### src/include/ext_mem_pkg.sv
// Constants, types and register map of the external memory paging interface
package ext_mem_pkg;

	// ==========================================================
	// Timing
	localparam int CLK_HZ         = 10_000_000;
	localparam int CLK_NS         = 100;
	localparam int WAIT_STATE_NS  = 21;
	localparam int WAIT_STATE_RAW = (WAIT_STATE_NS + CLK_NS - 1) / CLK_NS;
	localparam int WAIT_STATE_CYC = (WAIT_STATE_RAW < 1) ? 1 : WAIT_STATE_RAW;
	localparam int BOOT_MS        = 3;
	localparam int BOOT_CYC       = BOOT_MS * (CLK_HZ / 1000);
	localparam int MEM_ACCESS_NS  = 12;
	localparam int MAX_WAIT       = 7;

	// ==========================================================
	// Register indices and byte addresses
	localparam logic [15:0] IDX_PAGE1  = 16'hC018;
	localparam logic [15:0] IDX_PAGE2  = 16'hC01A;
	localparam logic [15:0] IDX_CTRL   = 16'hC03A;
	localparam logic [15:0] IDX_UAE    = 16'hC03C;
	localparam logic [15:0] IDX_STATUS = 16'hC03E;
	localparam logic [17:0] ADDR_PAGE1  = {IDX_PAGE1, 2'b00};
	localparam logic [17:0] ADDR_PAGE2  = {IDX_PAGE2, 2'b00};
	localparam logic [17:0] ADDR_CTRL   = {IDX_CTRL, 2'b00};
	localparam logic [17:0] ADDR_UAE    = {IDX_UAE, 2'b00};
	localparam logic [17:0] ADDR_STATUS = {IDX_STATUS, 2'b00};

	// ==========================================================
	// Fields and reset values
	localparam int CTL_RAM_MERGE = 0;
	localparam int CTL_ROM_MERGE = 1;
	localparam int CTL_BUS16     = 2;
	localparam int CTL_WS_LSB    = 4;
	localparam int UAE_EN        = 0;
	localparam int STS_BOOT      = 0;
	localparam int STS_HOLE      = 1;
	localparam int STS_WS_REF    = 2;
	localparam int STS_UNMAP     = 3;
	localparam int STS_BUSY      = 4;
	localparam logic [15:0] PAGE_RESET = 16'h0000;
	localparam logic [15:0] CTRL_RESET = 16'h0070;
	localparam logic [15:0] UAE_RESET  = 16'h0000;
	localparam logic [3:0]  UPPER_IDLE = 4'hF;

	// ==========================================================
	// CPU address map
	localparam logic [15:0] RAM_LO    = 16'h4000;
	localparam logic [15:0] RAM_HI    = 16'h7FFF;
	localparam logic [15:0] WIN_LO    = 16'h8000;
	localparam logic [15:0] WIN1_HI   = 16'h9FFF;
	localparam logic [15:0] WIN_HI    = 16'hBFFF;
	localparam logic [15:0] HOLE_LO   = 16'hC000;
	localparam logic [15:0] HOLE_HI   = 16'hC0FF;
	localparam logic [15:0] ROM_LO    = 16'hC100;
	localparam logic [15:0] ROM_HI    = 16'hDFFF;
	localparam logic [15:0] DMA_MASK  = 16'h3FFF;
	localparam logic [15:0] BOOT_SIG  = 16'hC3B6;

	// ==========================================================
	// Types
	typedef enum logic [1:0] {
		ST_IDLE    = 2'b00,
		ST_STROBE  = 2'b01,
		ST_RECOVER = 2'b10
	} mem_state_e;

	typedef enum logic [1:0] {
		SEL_NONE = 2'b00,
		SEL_RAM  = 2'b01,
		SEL_ROM  = 2'b10,
		SEL_WIN  = 2'b11
	} mem_sel_e;

	typedef struct packed {
		logic        ram_chip_select_n;
		logic        rom_chip_select_n;
		logic        paged_window_select_n;
		logic        rd_n;
		logic        wr_n;
		logic [1:0]  be_n;
		logic [18:0] addr;
	} ext_bus_s;

endpackage

### src/verilog/ext_mem_paging.sv
// External memory paging interface: decode, page windows, wait states, APB registers
// Behaviour
// RULE1 - Access ends on strobe rising edge; at least one wait state always inserted.
// RULE2 - Wait states programmable up to seven; each adds 21 ns.
// RULE3 - Wait state field changes only while executing from internal memory.
// RULE4 - Attached memory needs 12 ns access time for full-speed execution.
// RULE5 - Up to 512K bytes of external memory reachable through page windows.
// RULE6 - First page register selects page seen at 0x8000-0x9FFF.
// RULE7 - Second page register selects page seen at 0xA000-0xBFFF.
// RULE8 - While window select asserted, upper address comes from the page register.
// RULE9 - Window select asserted for addresses 0x8000 through 0xBFFF.
// RULE10 - RAM select 0x4000-0x7FFF, or 0x4000-0xBFFF when RAM joining on.
// RULE11 - ROM select 0xC100-0xDFFF, or 0x8000-0xDFFF minus 0xC000-0xC0FF joined.
// RULE12 - Region joining controlled by the external memory control register.
// RULE13 - No code fetch from 0xC000-0xC0FF.
// RULE14 - DMA only reaches internal RAM or ROM, never external memory.
// RULE15 - DMA addresses unchecked; external addresses wrap into internal RAM.
// RULE16 - Upper address A18..A15 high after reset until enable register written.
// RULE17 - External bus stays usable through the 3 ms boot period.
// RULE18 - Boot ROM must hold 0xC3B6 at 0xC100.
// RULE19 - Both page windows are always enabled. Here they give way to the region whenever either join bit is set.
// RULE20 - Memory ignores strobes while its chip select is inactive.
// RULE21 - Supports 8-bit or 16-bit external SRAM or ROM.
// RULE22 - 16-bit mode addresses up to 256K words.
// RULE23 - Selects and strobes active low; at most one select per access.
//
// Decided for this implementation: the APB register port.
`timescale 1ns/100ps
`default_nettype none

module ext_mem_paging #(
	parameter int BOOT_CYCLES = ext_mem_pkg::BOOT_CYC
) (
	// Clock and reset
	input  wire logic                 pclk,
	input  wire logic                 presetn,
	// APB slave
	input  wire logic                 psel,
	input  wire logic                 penable,
	input  wire logic                 pwrite,
	input  wire logic [17:0]          paddr,
	input  wire logic [31:0]          pwdata,
	output logic      [31:0]          prdata,
	output logic                      pready,
	output logic                      pslverr,
	// CPU request port
	input  wire logic                 cpu_req,
	input  wire logic                 cpu_fetch,
	input  wire logic                 cpu_write,
	input  wire logic [1:0]           cpu_be,
	input  wire logic [15:0]          cpu_addr,
	input  wire logic [15:0]          cpu_wdata,
	input  wire logic                 cpu_exec_internal,
	output logic                      cpu_ack,
	output logic      [15:0]          cpu_rdata,
	output logic                      cpu_fault,
	// DMA address folding
	input  wire logic [15:0]          dma_addr,
	output logic      [15:0]          dma_ram_addr,
	// External memory pins
	output ext_mem_pkg::ext_bus_s     ext_bus,
	input  wire logic [15:0]          mem_d_in,
	output logic      [15:0]          mem_d_out,
	output logic                      mem_d_oe,
	// Boot status
	output logic                      boot_active
);

	localparam int BW = $clog2(BOOT_CYCLES + 1);
	localparam logic [BW-1:0] BOOT_LOAD = BW'(BOOT_CYCLES);

	// ==========================================================
	// Registers and state
	logic [15:0]             page1;
	logic [15:0]             page2;
	logic [15:0]             ctrl;
	logic [15:0]             uae;
	logic                    hole_flag;
	logic                    ws_ref_flag;
	logic                    unmap_flag;
	logic [BW-1:0]           boot_cnt;
	ext_mem_pkg::mem_state_e state;
	logic [3:0]              strobe_cnt;
	logic [15:0]             d_sync1;
	logic [15:0]             d_sync2;

	// ==========================================================
	// APB decode
	logic apb_setup;
	logic apb_wr;
	logic apb_hit;
	logic ws_write;
	logic ws_refuse;
	logic sts_clr_hole;
	logic sts_clr_ws;
	logic sts_clr_unmap;

	assign apb_setup = psel & ~penable;
	assign apb_wr    = psel & penable & pready & pwrite;
	assign apb_hit   = (paddr == ext_mem_pkg::ADDR_PAGE1) | (paddr == ext_mem_pkg::ADDR_PAGE2) |
	                   (paddr == ext_mem_pkg::ADDR_CTRL) | (paddr == ext_mem_pkg::ADDR_UAE) |
	                   (paddr == ext_mem_pkg::ADDR_STATUS);
	assign ws_write  = apb_wr & (paddr == ext_mem_pkg::ADDR_CTRL) &
	                   (pwdata[ext_mem_pkg::CTL_WS_LSB +: 3] != ctrl[ext_mem_pkg::CTL_WS_LSB +: 3]);
	assign ws_refuse = ws_write & ~cpu_exec_internal;
	assign sts_clr_hole  = apb_wr & (paddr == ext_mem_pkg::ADDR_STATUS) &
	                       pwdata[ext_mem_pkg::STS_HOLE];
	assign sts_clr_ws    = apb_wr & (paddr == ext_mem_pkg::ADDR_STATUS) &
	                       pwdata[ext_mem_pkg::STS_WS_REF];
	assign sts_clr_unmap = apb_wr & (paddr == ext_mem_pkg::ADDR_STATUS) &
	                       pwdata[ext_mem_pkg::STS_UNMAP];

	// Answer one cycle into the access phase; every access pays one wait
	always_ff @(posedge pclk or negedge presetn) begin
		if (!presetn) begin
			pready  <= 1'b0;
			pslverr <= 1'b0;
			prdata  <= 32'h0000_0000;
		end else begin
			pready  <= psel & penable & ~pready;
			pslverr <= psel & penable & ~pready & ~apb_hit;
			if (apb_setup && !pwrite) begin
				case (paddr)
					ext_mem_pkg::ADDR_PAGE1:  prdata <= {16'h0000, page1};
					ext_mem_pkg::ADDR_PAGE2:  prdata <= {16'h0000, page2};
					ext_mem_pkg::ADDR_CTRL:   prdata <= {16'h0000, ctrl};
					ext_mem_pkg::ADDR_UAE:    prdata <= {16'h0000, uae};
					ext_mem_pkg::ADDR_STATUS: prdata <= {27'h000_0000, (state != ext_mem_pkg::ST_IDLE),
					                                     unmap_flag, ws_ref_flag, hole_flag, boot_active};
					default:                  prdata <= 32'h0000_0000;
				endcase
			end
		end
	end

	// Page registers; windows have no enable bit, they are in force while neither join bit is set
	always_ff @(posedge pclk or negedge presetn) begin
		if (!presetn) begin
			page1 <= ext_mem_pkg::PAGE_RESET;
			page2 <= ext_mem_pkg::PAGE_RESET;
		end else begin
			if (apb_wr && paddr == ext_mem_pkg::ADDR_PAGE1) begin
				page1 <= pwdata[15:0]; // RULE6
			end
			if (apb_wr && paddr == ext_mem_pkg::ADDR_PAGE2) begin
				page2 <= pwdata[15:0]; // RULE7
			end
		end
	end

	// Control: joining, width, wait states; wait field frozen outside internal execution
	always_ff @(posedge pclk or negedge presetn) begin
		if (!presetn) begin
			ctrl <= ext_mem_pkg::CTRL_RESET;
		end else if (apb_wr && paddr == ext_mem_pkg::ADDR_CTRL) begin
			ctrl[3:0]  <= pwdata[3:0]; // RULE12
			ctrl[15:7] <= pwdata[15:7];
			if (!ws_refuse) begin
				ctrl[6:4] <= pwdata[6:4]; // RULE3
			end
		end
	end

	// Upper address enable
	always_ff @(posedge pclk or negedge presetn) begin
		if (!presetn) begin
			uae <= ext_mem_pkg::UAE_RESET;
		end else if (apb_wr && paddr == ext_mem_pkg::ADDR_UAE) begin
			uae <= pwdata[15:0]; // RULE16
		end
	end

	// ==========================================================
	// Boot period
	always_ff @(posedge pclk or negedge presetn) begin
		if (!presetn) begin
			boot_cnt    <= BOOT_LOAD;
			boot_active <= 1'b1;
		end else begin
			if (boot_cnt != '0) begin
				boot_cnt <= boot_cnt - 1'b1;
			end
			boot_active <= (boot_cnt > 1); // RULE17
		end
	end

	// ==========================================================
	// Address decode; joined ROM wins over joined RAM, which wins over the window
	logic                  in_hole;
	logic                  hole_fetch;
	ext_mem_pkg::mem_sel_e sel;
	logic [18:0]           next_addr;
	logic [15:0]           page_now;
	logic [2:0]            ws_eff;

	assign in_hole    = (cpu_addr >= ext_mem_pkg::HOLE_LO) && (cpu_addr <= ext_mem_pkg::HOLE_HI);
	assign hole_fetch = cpu_fetch & in_hole; // RULE13
	assign page_now   = (cpu_addr <= ext_mem_pkg::WIN1_HI) ? page1 : page2; // RULE6 RULE7
	assign ws_eff     = (ctrl[6:4] == 3'd0) ? 3'd1 : ctrl[6:4]; // RULE1

	always_comb begin
		sel = ext_mem_pkg::SEL_NONE;
		if (cpu_addr >= ext_mem_pkg::RAM_LO && cpu_addr <= ext_mem_pkg::RAM_HI) begin
			sel = ext_mem_pkg::SEL_RAM; // RULE10
		end else if (cpu_addr >= ext_mem_pkg::WIN_LO && cpu_addr <= ext_mem_pkg::WIN_HI) begin
			if (ctrl[ext_mem_pkg::CTL_ROM_MERGE]) begin
				sel = ext_mem_pkg::SEL_ROM; // RULE11
			end else if (ctrl[ext_mem_pkg::CTL_RAM_MERGE]) begin
				sel = ext_mem_pkg::SEL_RAM; // RULE10
			end else begin
				sel = ext_mem_pkg::SEL_WIN; // RULE9 RULE19
			end
		end else if (cpu_addr >= ext_mem_pkg::ROM_LO && cpu_addr <= ext_mem_pkg::ROM_HI) begin
			sel = ext_mem_pkg::SEL_ROM; // RULE11
		end
	end

	// Byte address in 8-bit mode, word address in 16-bit mode
	always_comb begin
		if (sel == ext_mem_pkg::SEL_WIN) begin
			if (ctrl[ext_mem_pkg::CTL_BUS16]) begin
				next_addr = {1'b0, page_now[5:0], cpu_addr[12:1]}; // RULE8 RULE22
			end else begin
				next_addr = {page_now[5:0], cpu_addr[12:0]}; // RULE8 RULE5
			end
		end else if (ctrl[ext_mem_pkg::CTL_BUS16]) begin
			next_addr = {4'h0, cpu_addr[15:1]}; // RULE21
		end else begin
			next_addr = {3'h0, cpu_addr}; // RULE21
		end
		if (!uae[ext_mem_pkg::UAE_EN]) begin
			next_addr[18:15] = ext_mem_pkg::UPPER_IDLE; // RULE16
		end
	end

	// ==========================================================
	// Data pin synchroniser
	always_ff @(posedge pclk or negedge presetn) begin
		if (!presetn) begin
			d_sync1 <= 16'h0000;
			d_sync2 <= 16'h0000;
		end else begin
			d_sync1 <= mem_d_in;
			d_sync2 <= d_sync1;
		end
	end

	// ==========================================================
	// Access sequencer
	always_ff @(posedge pclk or negedge presetn) begin
		if (!presetn) begin
			state      <= ext_mem_pkg::ST_IDLE;
			strobe_cnt <= 4'h0;
			ext_bus    <= '{ram_chip_select_n: 1'b1, rom_chip_select_n: 1'b1,
			                paged_window_select_n: 1'b1, rd_n: 1'b1, wr_n: 1'b1,
			                be_n: 2'b11, addr: {ext_mem_pkg::UPPER_IDLE, 15'h0000}};
			mem_d_out  <= 16'h0000;
			mem_d_oe   <= 1'b0;
			cpu_ack    <= 1'b0;
			cpu_fault  <= 1'b0;
			cpu_rdata  <= 16'h0000;
		end else begin
			cpu_ack <= 1'b0;
			if (!uae[ext_mem_pkg::UAE_EN]) begin
				ext_bus.addr[18:15] <= ext_mem_pkg::UPPER_IDLE; // RULE16
			end
			case (state)
				ext_mem_pkg::ST_IDLE: begin
					if (cpu_req && !cpu_ack) begin
						if (hole_fetch || sel == ext_mem_pkg::SEL_NONE) begin
							cpu_ack   <= 1'b1; // RULE13
							cpu_fault <= 1'b1;
							cpu_rdata <= 16'h0000;
						end else begin
							// One-hot select, all active low
							ext_bus.ram_chip_select_n     <= (sel != ext_mem_pkg::SEL_RAM); // RULE23
							ext_bus.rom_chip_select_n     <= (sel != ext_mem_pkg::SEL_ROM); // RULE23
							ext_bus.paged_window_select_n <= (sel != ext_mem_pkg::SEL_WIN); // RULE9
							ext_bus.addr <= next_addr;
							ext_bus.rd_n <= cpu_write;
							ext_bus.wr_n <= ~cpu_write;
							ext_bus.be_n <= ctrl[ext_mem_pkg::CTL_BUS16] ? ~cpu_be : 2'b10;
							mem_d_out    <= cpu_wdata;
							mem_d_oe     <= cpu_write;
							cpu_fault    <= 1'b0;
							// Base cycle plus the wait states, each worth WAIT_STATE_CYC
							strobe_cnt   <= 4'(ws_eff * ext_mem_pkg::WAIT_STATE_CYC); // RULE2
							state        <= ext_mem_pkg::ST_STROBE;
						end
					end
				end
				ext_mem_pkg::ST_STROBE: begin
					if (strobe_cnt != 4'h0) begin
						strobe_cnt <= strobe_cnt - 4'h1; // RULE1
					end else begin
						// Rising strobe closes the access
						ext_bus.rd_n <= 1'b1; // RULE1
						ext_bus.wr_n <= 1'b1;
						state        <= ext_mem_pkg::ST_RECOVER;
					end
				end
				ext_mem_pkg::ST_RECOVER: begin
					// Synchroniser lags two cycles: this holds the pins from inside the strobe
					cpu_rdata                     <= d_sync2; // RULE1
					cpu_ack                       <= 1'b1;
					// Selects drop a cycle after the strobes so the write hold is kept
					ext_bus.ram_chip_select_n     <= 1'b1;
					ext_bus.rom_chip_select_n     <= 1'b1;
					ext_bus.paged_window_select_n <= 1'b1;
					ext_bus.be_n                  <= 2'b11;
					mem_d_oe                      <= 1'b0;
					state                         <= ext_mem_pkg::ST_IDLE;
				end
				default: begin
					state <= ext_mem_pkg::ST_IDLE;
				end
			endcase
		end
	end

	// ==========================================================
	// Sticky status; a new event wins over a clear in the same cycle
	always_ff @(posedge pclk or negedge presetn) begin
		if (!presetn) begin
			hole_flag   <= 1'b0;
			ws_ref_flag <= 1'b0;
			unmap_flag  <= 1'b0;
		end else begin
			if (state == ext_mem_pkg::ST_IDLE && cpu_req && !cpu_ack && hole_fetch) begin
				hole_flag <= 1'b1; // RULE13
			end else if (sts_clr_hole) begin
				hole_flag <= 1'b0;
			end
			if (ws_refuse) begin
				ws_ref_flag <= 1'b1; // RULE3
			end else if (sts_clr_ws) begin
				ws_ref_flag <= 1'b0;
			end
			if (state == ext_mem_pkg::ST_IDLE && cpu_req && !cpu_ack && !hole_fetch &&
			    sel == ext_mem_pkg::SEL_NONE) begin
				unmap_flag <= 1'b1;
			end else if (sts_clr_unmap) begin
				unmap_flag <= 1'b0;
			end
		end
	end

	// ==========================================================
	// DMA folding: unchecked address lands in internal RAM
	always_ff @(posedge pclk or negedge presetn) begin
		if (!presetn) begin
			dma_ram_addr <= 16'h0000;
		end else begin
			dma_ram_addr <= dma_addr & ext_mem_pkg::DMA_MASK; // RULE14 RULE15
		end
	end

	// ==========================================================
	// Checks
	logic [3:0] low_cnt;
	always_ff @(posedge pclk or negedge presetn) begin
		if (!presetn) begin
			low_cnt <= 4'h0;
		end else begin
			low_cnt <= (!ext_bus.rd_n || !ext_bus.wr_n) ? low_cnt + 4'h1 : 4'h0;
		end
	end

	property p_min_wait;
		@(posedge pclk) disable iff (!presetn)
		$rose(ext_bus.rd_n && ext_bus.wr_n) |-> low_cnt >= 4'(1 + ext_mem_pkg::WAIT_STATE_CYC);
	endproperty
	a_min_wait: assert property (p_min_wait) else $error("strobe shorter than one wait state"); // RULE1

	property p_max_wait;
		@(posedge pclk) disable iff (!presetn)
		low_cnt <= 4'(1 + ext_mem_pkg::MAX_WAIT * ext_mem_pkg::WAIT_STATE_CYC);
	endproperty
	a_max_wait: assert property (p_max_wait) else $error("strobe held beyond seven wait states"); // RULE2

	property p_ws_frozen;
		@(posedge pclk) disable iff (!presetn)
		ws_refuse |=> $stable(ctrl[6:4]) && ws_ref_flag;
	endproperty
	a_ws_frozen: assert property (p_ws_frozen) else $error("wait states changed from external code"); // RULE3

	property p_one_select;
		@(posedge pclk) disable iff (!presetn)
		$countones({~ext_bus.ram_chip_select_n, ~ext_bus.rom_chip_select_n,
		            ~ext_bus.paged_window_select_n}) <= 1;
	endproperty
	a_one_select: assert property (p_one_select) else $error("more than one chip select low"); // RULE23

	property p_win_page;
		@(posedge pclk) disable iff (!presetn)
		(state == ext_mem_pkg::ST_IDLE && cpu_req && !cpu_ack && !hole_fetch &&
		 sel == ext_mem_pkg::SEL_WIN && uae[0] && !ctrl[ext_mem_pkg::CTL_BUS16])
		|=> !ext_bus.paged_window_select_n && ext_bus.addr[18:13] == $past(page_now[5:0]);
	endproperty
	a_win_page: assert property (p_win_page) else $error("window address not from page register"); // RULE8

	property p_upper_high;
		@(posedge pclk) disable iff (!presetn)
		!uae[ext_mem_pkg::UAE_EN] |=> ext_bus.addr[18:15] == ext_mem_pkg::UPPER_IDLE;
	endproperty
	a_upper_high: assert property (p_upper_high) else $error("upper address low before enable"); // RULE16

	property p_hole_fetch;
		@(posedge pclk) disable iff (!presetn)
		(state == ext_mem_pkg::ST_IDLE && cpu_req && !cpu_ack && hole_fetch)
		|=> cpu_ack && cpu_fault && state == ext_mem_pkg::ST_IDLE ##1 ext_bus.rd_n;
	endproperty
	a_hole_fetch: assert property (p_hole_fetch) else $error("fetch from hole reached the bus"); // RULE13

	property p_dma_fold;
		@(posedge pclk) disable iff (!presetn)
		1'b1 |=> dma_ram_addr == ($past(dma_addr) & ext_mem_pkg::DMA_MASK);
	endproperty
	a_dma_fold: assert property (p_dma_fold) else $error("DMA address left internal RAM"); // RULE14

	property p_ram_range;
		@(posedge pclk) disable iff (!presetn)
		$fell(ext_bus.ram_chip_select_n) |->
		($past(cpu_addr) >= ext_mem_pkg::RAM_LO) && ($past(cpu_addr) <= ext_mem_pkg::RAM_HI ||
		 ($past(ctrl[ext_mem_pkg::CTL_RAM_MERGE]) && $past(cpu_addr) <= ext_mem_pkg::WIN_HI));
	endproperty
	a_ram_range: assert property (p_ram_range) else $error("RAM select outside its range"); // RULE10

	property p_boot_len;
		@(posedge pclk) disable iff (!presetn)
		$fell(boot_active) |-> boot_cnt <= BW'(1);
	endproperty
	a_boot_len: assert property (p_boot_len) else $error("boot period ended early"); // RULE17

endmodule

`default_nettype wire

### config.mk
export PLATFORM = sky130hd
export DESIGN_NAME = ext_mem_paging
export DESIGN_NICKNAME = d
export VERILOG_FILES = /design/src/include/ext_mem_pkg.sv /design/src/verilog/ext_mem_paging.sv
export SDC_FILE = /design/constraint.sdc
export NUM_CORES = 1
export LEC_CHECK = 0
export BUFFER_PORTS_ARGS = -buffer_cell sky130_fd_sc_hd__buf_4
export CORE_UTILIZATION = 53
export DETAILED_ROUTE_END_ITERATION = 8
export PLACE_DENSITY = 0.87
export RECOVER_POWER = 50
export SYNTH_ARGS = -nofsm -noshare
export SYNTH_HDL_FRONTEND = slang
export SYNTH_SLANG_ARGS = --single-unit
export TNS_END_PERCENT = 30
### constraint.sdc
create_clock -name pclk -period 2.3 [get_ports pclk]
set_input_delay 0.23 -clock pclk [delete_from_list [all_inputs] [get_ports pclk]]
set_output_delay 0.23 -clock pclk [all_outputs]
set_load 0.01 [all_outputs]
==> summary.md, run 1 <==
| Metric | Value |
|---|---|
| Cts repair resizes | `0` |
| Synthesized instance count | `~730` |
| Final nets | `1145` |
| CTS Buffer Depth | `3` |
| Grt total ovfl | `0` |
| Worst Hold Depth | `3` |
| Switching share of power | `0.2836` |
| Clock power share | `0.339` |
| Share of layout cells above drive strength 1 | `0.3839` |
| DRT Pass-1 Iters | `5` |
| Detailed placer's ending HPWL | `15.76 mm` |
| Peak VDD IR | `0.7480 mV` |
| Area grow syn2layout | `35.09%` |
| Outcome | `finished clean` |
| # setup viols final | `0` |
| Most used routing layer | `met2` |
| Crit path DAT | `roughly 2.5 ns` |
| Post-synth cell types | `70` |
| Vias in the first global route | `7732` |
| # clock sinks | `214` |
| DRT iter0 DRCs | `about 420` |
| Max incr delay on CP | `0.58 ns` |
| Top-Level Pins | `237` |
| Cell Rows | `47` |
| Worst path required time | `2.72 ns` |
| Measured slew at the worst slew-check pin | `1.473 ns` |
| Pins Over Slew Limit | `0` |
| FF+latch count, synth | `214` |
| R2R cell count | `4` |
| Total Routing Usage GR | `0.2814` |
| Synth async-reset ratio | `1.000` |
| Int Pwr | `8002 uW` |
| Met1 GRT Util | `0.3498` |
| Placer Congestion | `0.8536` |
| Core ar. | `16820 um2` |
| Worst Skew | `~0.021 ns` |
| CP endpoint kind | `flip-flop` |
| Antenna cells | `0` |
| Largest net degree at the start of global routing | `between 60 and 70` |
| Initial antenna violation count | `0` |
| RR Endpoint | `boot_cnt[1]` |
| Cell area after placement | `approximately 11000 um2` |
| Final ANT Viol Nets | `0` |
| Worst Setup Path Type | `flip-flop to flip-flop` |
| Reg2Reg Setup Slack | `0.23 ns` |
| Top-area cell type share of the netlist area | `0.5198` |
| Synthesized cell area | `9243 um2` |
| Synth area leaders | `dfrtp_1, mux2_2, dfstp_2` |
| Clock Latency Late Sink | `0.51 ns` |
| CTS Buf Count | `23` |
| Fmax achieved | `483.4 MHz` |
| Share of total power in sequential cells | `0.426` |
| RSZ-0062 raised after global routing | `false` |
| Via Count | `7247` |
| CTS tree | `yes` |
| P_leak | `0.005968 uW` |
| Number of port buffers | `200` |
| PwrDens | `894.6 nW/um2` |
| Routed WL | `24.75 mm` |
| Global routing usage on met3 | `0.04535` |
| Rel. slew slack | `0.01822` |
| Psw | `3168 uW` |
| Post-synth EDFFs | `0` |
| Fin area | `12490 um2` |
| Critical Path Source | `boot_cnt[9]` |
| Starting Density | `0.5495` |
| Worst hold-check path type | `input pin to flip-flop` |
| Die Width | `134.1 um` |
| Final period util | `0.8993` |
| Setup_tns | `0 ns` |
| Remaining DRCs | `0` |
| CP max-delay cell | `or4_1` |
| Syn avg cell area | `12.59 um2` |
| Hold_sp | `cpu_write` |
| Most numerous cell on the critical path | `or4_1` |
| Vert. Die Dim | `134.1 um` |
| Vias/cell | `5.779` |
| Maximum fanout along the worst path | `6` |
| Largest area contributor in the netlist | `dfrtp_1` |
| Max capacitance violation total | `0` |
| H-Tree Level Count | `1` |
| Seq/Total Area, Yosys | `0.5824` |
| Reg2Reg Launch Point | `boot_cnt[9]` |
| Predominant post-synthesis flop cell | `dfrtp_1` |
| Post CTS Setup Buffer Count | `0` |
| Combinational Power Share | `0.235` |
| Drt wl/cell | `19.74 um` |
| WHS Endpoint | `ext_bus[22]` |
| Worst setup SP type | `flip-flop` |
| Crit path cell chain | `or4_1, or4_1, nor2_1, mux2i_1` |
| Die area | `17970 um2` |
| Final Hold Viols | `0` |
| Global-route wire length before repair | `39.72 mm` |
| GR Util met2 | `0.4902` |
| Clock transition at path regs | `0.06 ns` |
| Worst path buffer plus inverter count | `0` |
| Minimum clock period | `2.068 ns` |
| Syn. warnings | `0` |
| Pwr Total | `11170 uW` |
| Top Family by Delay on Critical Path | `simple AND/OR/NAND/NOR gates` |
| Clk root buf | `clkbuf_16` |
worst reg2reg max path: stages, from the launching register on:
cell	delay, ns
dfrtp_1	0.42
or4_1	0.58
or4_1	0.46
nor2_1	0.32
mux2i_1	0.22
synth_stat cells, types with 5 or more instances:
cell	instances
dfrtp_1	192
mux2_2	73
o21ai_0	55
mux2i_1	33
nor2_1	29
clkbuf_1	27
dfstp_2	22
nand2_1	22
buf_4	19
a22o_1	18
and2_1	15
nand3_1	15
nand4_1	15
o32a_1	14
inv_1	13
nor3_1	11
mux2_1	10
o31ai_1	10
a41oi_1	9
nor4_1	9
and3_1	6
buf_2	6
nand2b_1	6
nor2b_1	6
a21oi_1	5
buf_1	5
xor2_1	5
stage by stage:
stage	setup WS [ns]	hold slack (ns)	utilization	instances
3_5_place_dp	0.1053	0.2421	0.6605	1150
3_3_place_gp	0.1503	0.2419	0.6605	1150
6_report	0.2315	0.01493	0.7424	1254
4_1_cts	0.2258	0.005176	0.7442	1254
5_1_grt	0.1246	0.01052	0.7424	1254
2_1_floorplan	0.2181	-0.06559	-	751
power by group through the flow:
stage	logic, uW	registers, uW	clock network [uW]
2_1_floorplan	969	4940	0
3_3_place_gp	2410	4750	0
3_5_place_dp	2480	4780	0
4_1_cts	2610	4740	3820
5_1_grt	2820	4820	3980
6_report	2620	4760	3790
worst max path at each step:
stage,slack (ns),depth (start not counted),endpoint
after floorplan,0.22,6,page2[10]
after global placement,0.15,6,page2[0]
after detailed placement,0.11,6,ctrl[13]
after CTS,0.23,4,boot_cnt[1]
after global routing,0.12,3,ext_bus[8]
final,0.23,4,boot_cnt[1]
registers in the layout (all words and copies together) (netlist names), 4 cells and up:
register	count
strobe_cnt	4
ctrl	16
mem_d_out	16
d_sync1	16
boot_cnt	15
uae	16
page1	16
ext_bus	26
page2	16
prdata	16
dma_ram_addr	14
d_sync2	16
cpu_rdata	16
layer usage:
| layer | wire length [um] | vias to the layer above | part of all wire |
|---|---|---|---|
| met5 | 0 | - | 0 |
| met4 | 885 | 0 | 0.036 |
| met3 | 1494 | 76 | 0.060 |
| met2 | 12740 | 297 | 0.51 |
| met1 | 9630 | 3607 | 0.39 |
| li1 | - | 3267 | - |
cell type report:
type | instances | area (um2)
Sequential cell | 214 | 5383
Fill cell | 1078 | 4333
Multi-Input combinational cell | 466 | 3580
Timing Repair Buffer | 299 | 2414
Clock buffer | 32 | 679.4
Tap cell | 220 | 275.3
Clock inverter | 10 | 106.4
Inverter | 13 | 48.80
logic make-up (layout without fill, tap and decap cells):
logic type               after synthesis  after routing  synth area share
multiplexers                         118            118            0.1417
adder cells (fa/ha/maj)                3              3          0.004062
AND/OR/NAND/NOR                      164            164            0.1040
XOR/XNOR                               9              9          0.008528
flip-flops                           214            214            0.5824
other                                  1             18         0.0004057
AO/OA/AOI/OAI                        154            154            0.1208
buffers and inverters                 71            354           0.03818
cell usage in the layout (no fill, tap or decap), drive strengths merged, types with 5 or more instances in the layout:
cell type	synthesis	layout
dlygate4sd3	0	62
mux2i	33	33
or4	5	5
dfstp	22	22
a22o	18	18
nor3	12	12
a21oi	5	5
o21ai	55	55
nand2	23	23
o31ai	10	10
nor4	12	12
o32a	14	14
buf	31	205
nand4	15	15
inv	13	14
clkbuf	27	64
xor2	5	5
nand3	17	17
clkinv	0	6
nor2	29	29
nand2b	6	6
and3	6	6
and2	15	15
nor2b	6	6
a41oi	9	9
dfrtp	192	192
mux2	83	83
conb	1	18
timing repair:
action,4_1_cts,5_1_grt
hold endpoints to repair,147,0
endpoints found under the setup margin,0,0
hold buffers,62,0
No activity file was read; power rests on OpenSTA's default activity.
==> inputs of run 2 (changes only) <==
Settings changed: BUFFER_PORTS_ARGS -buffer_cell sky130_fd_sc_hd__buf_4 to -buffer_cell sky130_fd_sc_hd__buf_2.
==> summary.md, run 2 (synthesis gave the netlist of run 1 again) <==
| Metric | Value |
|---|---|
| Outcome | `finished with violations` |
| Failing checks | `max-capacitance violations, max-slew violations` |
| Die Width | `134.1 um (unchanged)` |
| Top-Level Pins | `237 (unchanged)` |
| Via Count | `7216 (-0.43%)` |
| Crit path DAT | `2.50 ns (about the same)` |
| CTS Buffer Depth | `3 (unchanged)` |
| Final period util | `0.9250 (+0.02563)` |
| CP max-delay cell | `or4b_2` |
| P_leak | `0.005756 uW (-3.5%)` |
| Commonest non-fill, non-tap cell in the layout | `buf_2` |
| Placer Congestion | `0.8575 (+0.46%)` |
| Max capacitance violation total | `1 (+1)` |
| DRT Pass-1 Iters | `5 (unchanged)` |
| H-Tree Level Count | `1 (unchanged)` |
| DRT iter0 DRCs | `630 (+51%)` |
| Global-route wire length before repair | `38.15 mm (-3.9%)` |
| Drt wl/cell | `19.31 um (-2.2%)` |
| Largest Register | `ext_bus` |
| Peak VDD IR | `1.033 mV (+38%)` |
| Final Hold Viols | `0 (unchanged)` |
| Filler Cells Inserted | `1133 (+5.1%)` |
| Crit path cell chain | `inv_1, ha_1, or4b_2, o211ai_1, nor4_1, xor2_1` |
| Cell Rows | `47 (unchanged)` |
| Worst setup SP type | `flip-flop` |
| CTS Buf Count | `22 (-4.3%)` |
| Die area | `17970 um2 (unchanged)` |
| Clock transition at path regs | `0.06 ns (about the same)` |
| Commonest non-fill, non-tap cells in the layout | `buf_2, dfrtp_1, mux2_2` |
| Final nets | `1135 (-0.87%)` |
| Vert. Die Dim | `134.1 um (unchanged)` |
| PwrDens | `891.9 nW/um2 (-0.30%)` |
| Pins Over Slew Limit | `76 (+76)` |
| CTS tree | `yes` |
| Seq. cell area | `5383 um2 (unchanged)` |
| Cts repair resizes | `0 (unchanged)` |
| Rel. slew slack | `-0.1834 (-0.2016)` |
| Worst path required time | `2.67 ns (-0.05 ns)` |
| Worst Skew | `0.01434 ns (-0.007124 ns)` |
| Starting Density | `0.5495 (unchanged)` |
| Grt total ovfl | `0 (unchanged)` |
| Initial antenna violation count | `0 (unchanged)` |
| Setup_tns | `0 ns (unchanged)` |
| Final ANT Viol Nets | `0 (unchanged)` |
| CP endpoint kind | `flip-flop` |
| Minimum clock period | `2.127 ns (+0.05895 ns)` |
| Clock Latency Late Sink | `0.51 ns (about the same)` |
| Vias/cell | `5.815 (+0.62%)` |
| Remaining DRCs | `0 (unchanged)` |
| Antenna cells | `0 (unchanged)` |
| Worst hold-check path type | `input pin to flip-flop` |
| Detailed placer's ending HPWL | `15.34 mm (-2.7%)` |
| # setup viols final | `0 (unchanged)` |
| Pwr Total | `10560 uW (-5.5%)` |
| Area grow syn2layout | `28.09%` |
| Max reg flops | `26 (unchanged)` |
| Max incr delay on CP | `0.60 ns (+0.02 ns)` |
| Share of layout cells above drive strength 1 | `0.3790 (-0.004906)` |
| Largest net degree at the start of global routing | `77 (+24%)` |
| Fmax achieved | `470.1 MHz (-2.8%)` |
| Core ar. | `16820 um2 (unchanged)` |
| Number of port buffers | `200 (unchanged)` |
| Vias in the first global route | `7558 (-2.3%)` |
| # clock sinks | `214 (unchanged)` |
| Clk root buf | `clkbuf_16` |
| Routed WL | `23.96 mm (-3.2%)` |
| Worst Setup Path Type | `flip-flop to flip-flop` |
| Maximum fanout along the worst path | `6 (unchanged)` |
| Measured slew at the worst slew-check pin | `1.775 ns (+0.3025 ns)` |
| Total Routing Usage GR | `0.2691 (-0.01228)` |
| Multi-input logic area | `3580 um2 (unchanged)` |
| RSZ-0062 raised after global routing | `false` |
==> run 2: per-stage QoR <==
stage | area [um2] | setup WS (ns) | cells | utilization | hold WS (ns)
final | 11840 | 0.1726 | 1241 | 0.7039 | 0.01574
after global placement | 10600 | 0.1828 | 1148 | 0.6300 | 0.2961
after detailed placement | 10600 | 0.1393 | 1148 | 0.6300 | 0.3023
after CTS | 11870 | 0.1977 | 1241 | 0.7056 | 0.003695
after floorplan | 9306 | 0.2181 | 751 | - | -0.06559
after global routing | 11840 | 0.03508 | 1241 | 0.7039 | 0.01794
==> run 2: area by class of cell <==
class / count / share of cell area
Sequential cell: 214 / 0.4547
Multi-Input combinational cell: 466 / 0.3024
Timing Repair Buffer: 290 / 0.1547
Clock buffer: 31 / 0.05274
Tap cell: 220 / 0.02325
Clock inverter: 7 / 0.008138
Inverter: 13 / 0.004122
==> run 2: routing by layer <==
metal | routed length, um | global-route usage | vias up
li1 | - | - | 3238
met1 | 9460 | 0.3339 | 3602
met2 | 12240 | 0.4724 | 313
met3 | 1551 | 0.04649 | 63
met4 | 714 | 0.09925 | 0
met5 | 0 | 0 | -
==> run 2: timing repair <==
item,4_1_cts,5_1_grt
hold endpoints to repair,112,0
hold buffers,55,0
setup buffers,0,0
==> run 2: where the power goes <==
group          switching [uW]  total [uW]  leakage, uW  internal (uW)
clock network            1460        3580     0.000357           2120
registers                 352        4720      0.00272           4370
logic                    1230        2260      0.00268           1030
total                    3040       10600      0.00576           7510
==> run 2: path summary, 6_finish.rpt <==
path | start | endpoint | slack [ns] | depth (start not counted)
max | boot_cnt[1] | boot_cnt[11] | 0.17 | 6
min | pwdata[8] | page2[8] | 0.02 | 2
max reg2reg | boot_cnt[1] | boot_cnt[11] | 0.17 | 6
min reg2reg | d_sync1[6] | d_sync2[6] | 0.35 | 0
max in group asynchronous | presetn | pready | 0.34 | 3
min in group asynchronous | presetn | boot_cnt[7] | 0.74 | 2
==> run 2: worst max-delay path: cells and delay by family, from the launching register on <==
kind / cells / cell delay (ns)
AND/OR/NAND/NOR: 2 / 0.71
flip-flops: 1 / 0.40
AO/OA/AOI/OAI: 1 / 0.39
adder cells (fa/ha/maj): 1 / 0.24
buffers and inverters: 1 / 0.10
XOR/XNOR: 1 / 0.15
==> inputs of run 3 (changes only) <==
--- a/config.mk
+++ b/config.mk
@@ -7,7 +7,7 @@
 export LEC_CHECK = 0
 export BUFFER_PORTS_ARGS = -buffer_cell sky130_fd_sc_hd__buf_2
-export CORE_UTILIZATION = 53
+export CORE_UTILIZATION = 50
 export DETAILED_ROUTE_END_ITERATION = 8
-export PLACE_DENSITY = 0.87
+export PLACE_DENSITY = 0.83
 export RECOVER_POWER = 50
 export SYNTH_ARGS = -nofsm -noshare
==> constraint.sdc (replaced) <==
create_clock -name pclk -period 2.3 [get_ports pclk]
set_input_delay 0.115 -clock pclk [delete_from_list [all_inputs] [get_ports pclk]]
set_output_delay 0.115 -clock pclk [all_outputs]
set_load 0.01 [all_outputs]
==> summary.md, run 3 (synthesis gave the netlist of run 1 again) <==
| Metric | Value |
|---|---|
| Final nets | `1168 (+2.9%)` |
| Number of port buffers | `200 (unchanged)` |
| CTS Buf Count | `23 (+4.5%)` |
| RSZ-0062 raised after global routing | `false` |
| CTS tree | `yes` |
| # clock sinks | `214 (unchanged)` |
| CTS Buffer Depth | `3 (unchanged)` |
| Setup_tns | `0 ns (unchanged)` |
| Cell Rows | `49 (+4.3%)` |
| Core ar. | `18020 um2 (+7.2%)` |
| Max capacitance violation total | `1 (unchanged)` |
| Initial antenna violation count | `1 (+1)` |
| P_leak | `0.005945 uW (+3.3%)` |
| Worst setup SP type | `flip-flop` |
| Die Width | `138.0 um (+2.9%)` |
| DRT Pass-1 Iters | `4 (-1)` |
| Maximum fanout along the worst path | `6 (unchanged)` |
| Max reg flops | `26 (unchanged)` |
| Failing checks | `max-capacitance violations, max-slew violations` |
| Detailed placer's ending HPWL | `15.22 mm (-0.80%)` |
| Worst hold-check path type | `input pin to flip-flop` |
| Pre-CTS setup slack | `0.2071 ns (+0.06784 ns)` |
| Drt wl/cell | `18.69 um (-3.2%)` |
| Clock transition at path regs | `0.06 ns (about the same)` |
| Reg2Reg Setup Slack | `0.21 ns (+0.04 ns)` |
| Area grow syn2layout | `33.28%` |
| Global-route wire length before repair | `37.05 mm (-2.9%)` |
| Via Count | `7280 (+0.89%)` |
| Met1 GRT Util | `0.3173 (-0.01668)` |
| Most used routing layer | `met2` |
| Hold_sp | `cpu_fetch` |
| Grt total ovfl | `0 (unchanged)` |
| Worst path required time | `2.67 ns (about the same)` |
| Vias in the first global route | `7384 (-2.3%)` |
| Total Routing Usage GR | `0.2522 (-0.01688)` |
| # setup viols final | `0 (unchanged)` |
| CP endpoint kind | `flip-flop` |
| Reg2Reg Launch Point | `boot_cnt[0]` |
| GR Util met2 | `0.4397 (-0.03264)` |
| Post-Place Cells | `1156 (+0.70%)` |
| Final Hold Viols | `0 (unchanged)` |
| Fin cells | `1286 (+3.6%)` |
| H-Tree Level Count | `1 (unchanged)` |
| Routed WL | `24.04 mm (+0.33%)` |
| Measured slew at the worst slew-check pin | `1.871 ns (+0.09582 ns)` |
| Worst Skew | `0.006377 ns (-0.007962 ns)` |
| Crit path DAT | `2.46 ns (-0.04 ns)` |
| Final period util | `0.9077 (-0.01725)` |
| Rel. slew slack | `-0.2473 (-0.06388)` |
| Starting Density | `0.5128 (-0.03677)` |
| Peak VDD IR | `0.8281 mV (-20%)` |
| Setup ws final | `0.2122 ns (+0.03966 ns)` |
| Die area | `19030 um2 (+5.9%)` |
| Largest Register | `ext_bus` |
| Commonest non-fill, non-tap cell in the layout | `buf_2` |
| Multi-input logic area | `3583 um2 (+0.11%)` |
| Placer Congestion | `0.8478 (-1.1%)` |
| Cts repair resizes | `0 (unchanged)` |
| Final ANT Viol Nets | `0 (unchanged)` |
| Outcome | `finished with violations` |
| Critical Path Source | `boot_cnt[0]` |
| Post CTS Setup Buffer Count | `0 (unchanged)` |
| Cell area after placement | `10630 um2 (+0.31%)` |
| Pwr Total | `11040 uW (+4.5%)` |
| Global routing usage on met3 | `0.04642 (-0.00006713)` |
| Vias/cell | `5.661 (-2.6%)` |
| PwrDens | `896.2 nW/um2 (+0.48%)` |
| Minimum clock period | `2.088 ns (-0.03966 ns)` |
| Share of layout cells above drive strength 1 | `0.3703 (-0.008775)` |
| Largest net degree at the start of global routing | `73 (-5.2%)` |
| Remaining DRCs | `0 (unchanged)` |
| DRT iter0 DRCs | `506 (-20%)` |
| Pins Over Slew Limit | `70 (-7.9%)` |
| Commonest non-fill, non-tap cells in the layout | `buf_2, dfrtp_1, dlygate4sd3_1` |
| Top-Level Pins | `237 (unchanged)` |
| Vert. Die Dim | `138.0 um (+2.9%)` |
| Fmax achieved | `479.0 MHz (+1.9%)` |
| Clock Latency Late Sink | `0.50 ns (about the same)` |
| Filler Cells Inserted | `1278 (+13%)` |
| Clk root buf | `clkbuf_16` |
| Seq. cell area | `5383 um2 (unchanged)` |
| Worst Setup Path Type | `flip-flop to flip-flop` |
| Fin area | `12320 um2 (+4.0%)` |
run 3: critical path, stage by stage (launching register included):
cell and delay (ns):
dfrtp_1 0.44, inv_1 0.08, ha_1 0.23, or4b_2 0.59, o211ai_1 0.35, nor4_1 0.11, xor2_1 0.16
run 3: stage by stage:
stage / utilization / hold WS [ns]
after global placement: 0.5897 / 0.1774
after floorplan: - / -0.1806
after detailed placement: 0.5897 / 0.1804
after CTS: 0.6844 / 0.006483
final: 0.6834 / 0.01897
after global routing: 0.6834 / 0.01157
run 3: per-layer routing:
layer / vias up / part of all wire
met5: - / 0
met1: 3635 / 0.40
li1: 3311 / -
met2: 289 / 0.51
met4: 0 / 0.028
met3: 45 / 0.063
run 3: path summary, 6_finish.rpt:
path | endpoint | cells past startpoint
max in group asynchronous | ext_bus[15] | 3
worst min register to register | d_sync2[13] | 0
min in group asynchronous | page1[11] | 2
worst max register to register | boot_cnt[11] | 6
worst min-delay path | hole_flag | 4
worst max-delay path | boot_cnt[11] | 6
run 3: layout make-up:
type	instances	share of cell area
multi-input cells	466	0.2909
flip-flops and latches	214	0.4370
repair buffers	322	0.1777
clock inverters	12	0.01605
well taps	229	0.02326
inverters	13	0.003961
clock buffers	29	0.05099
diodes	1	0.0002031
run 3: power by group:
part	total [uW]	switching [uW]	internal [uW]	leakage (uW)
combinational	2350	1270	1090	0.00283
sequential	4700	325	4370	0.00272
clock	3990	1490	2500	0.000400
run 3: timing repair:
| item | in CTS | in global routing |
|---|---|---|
| hold buffers | 88 | 0 |
| endpoints found under the setup margin | 0 | 0 |
| hold endpoints to repair | 186 | 0 |
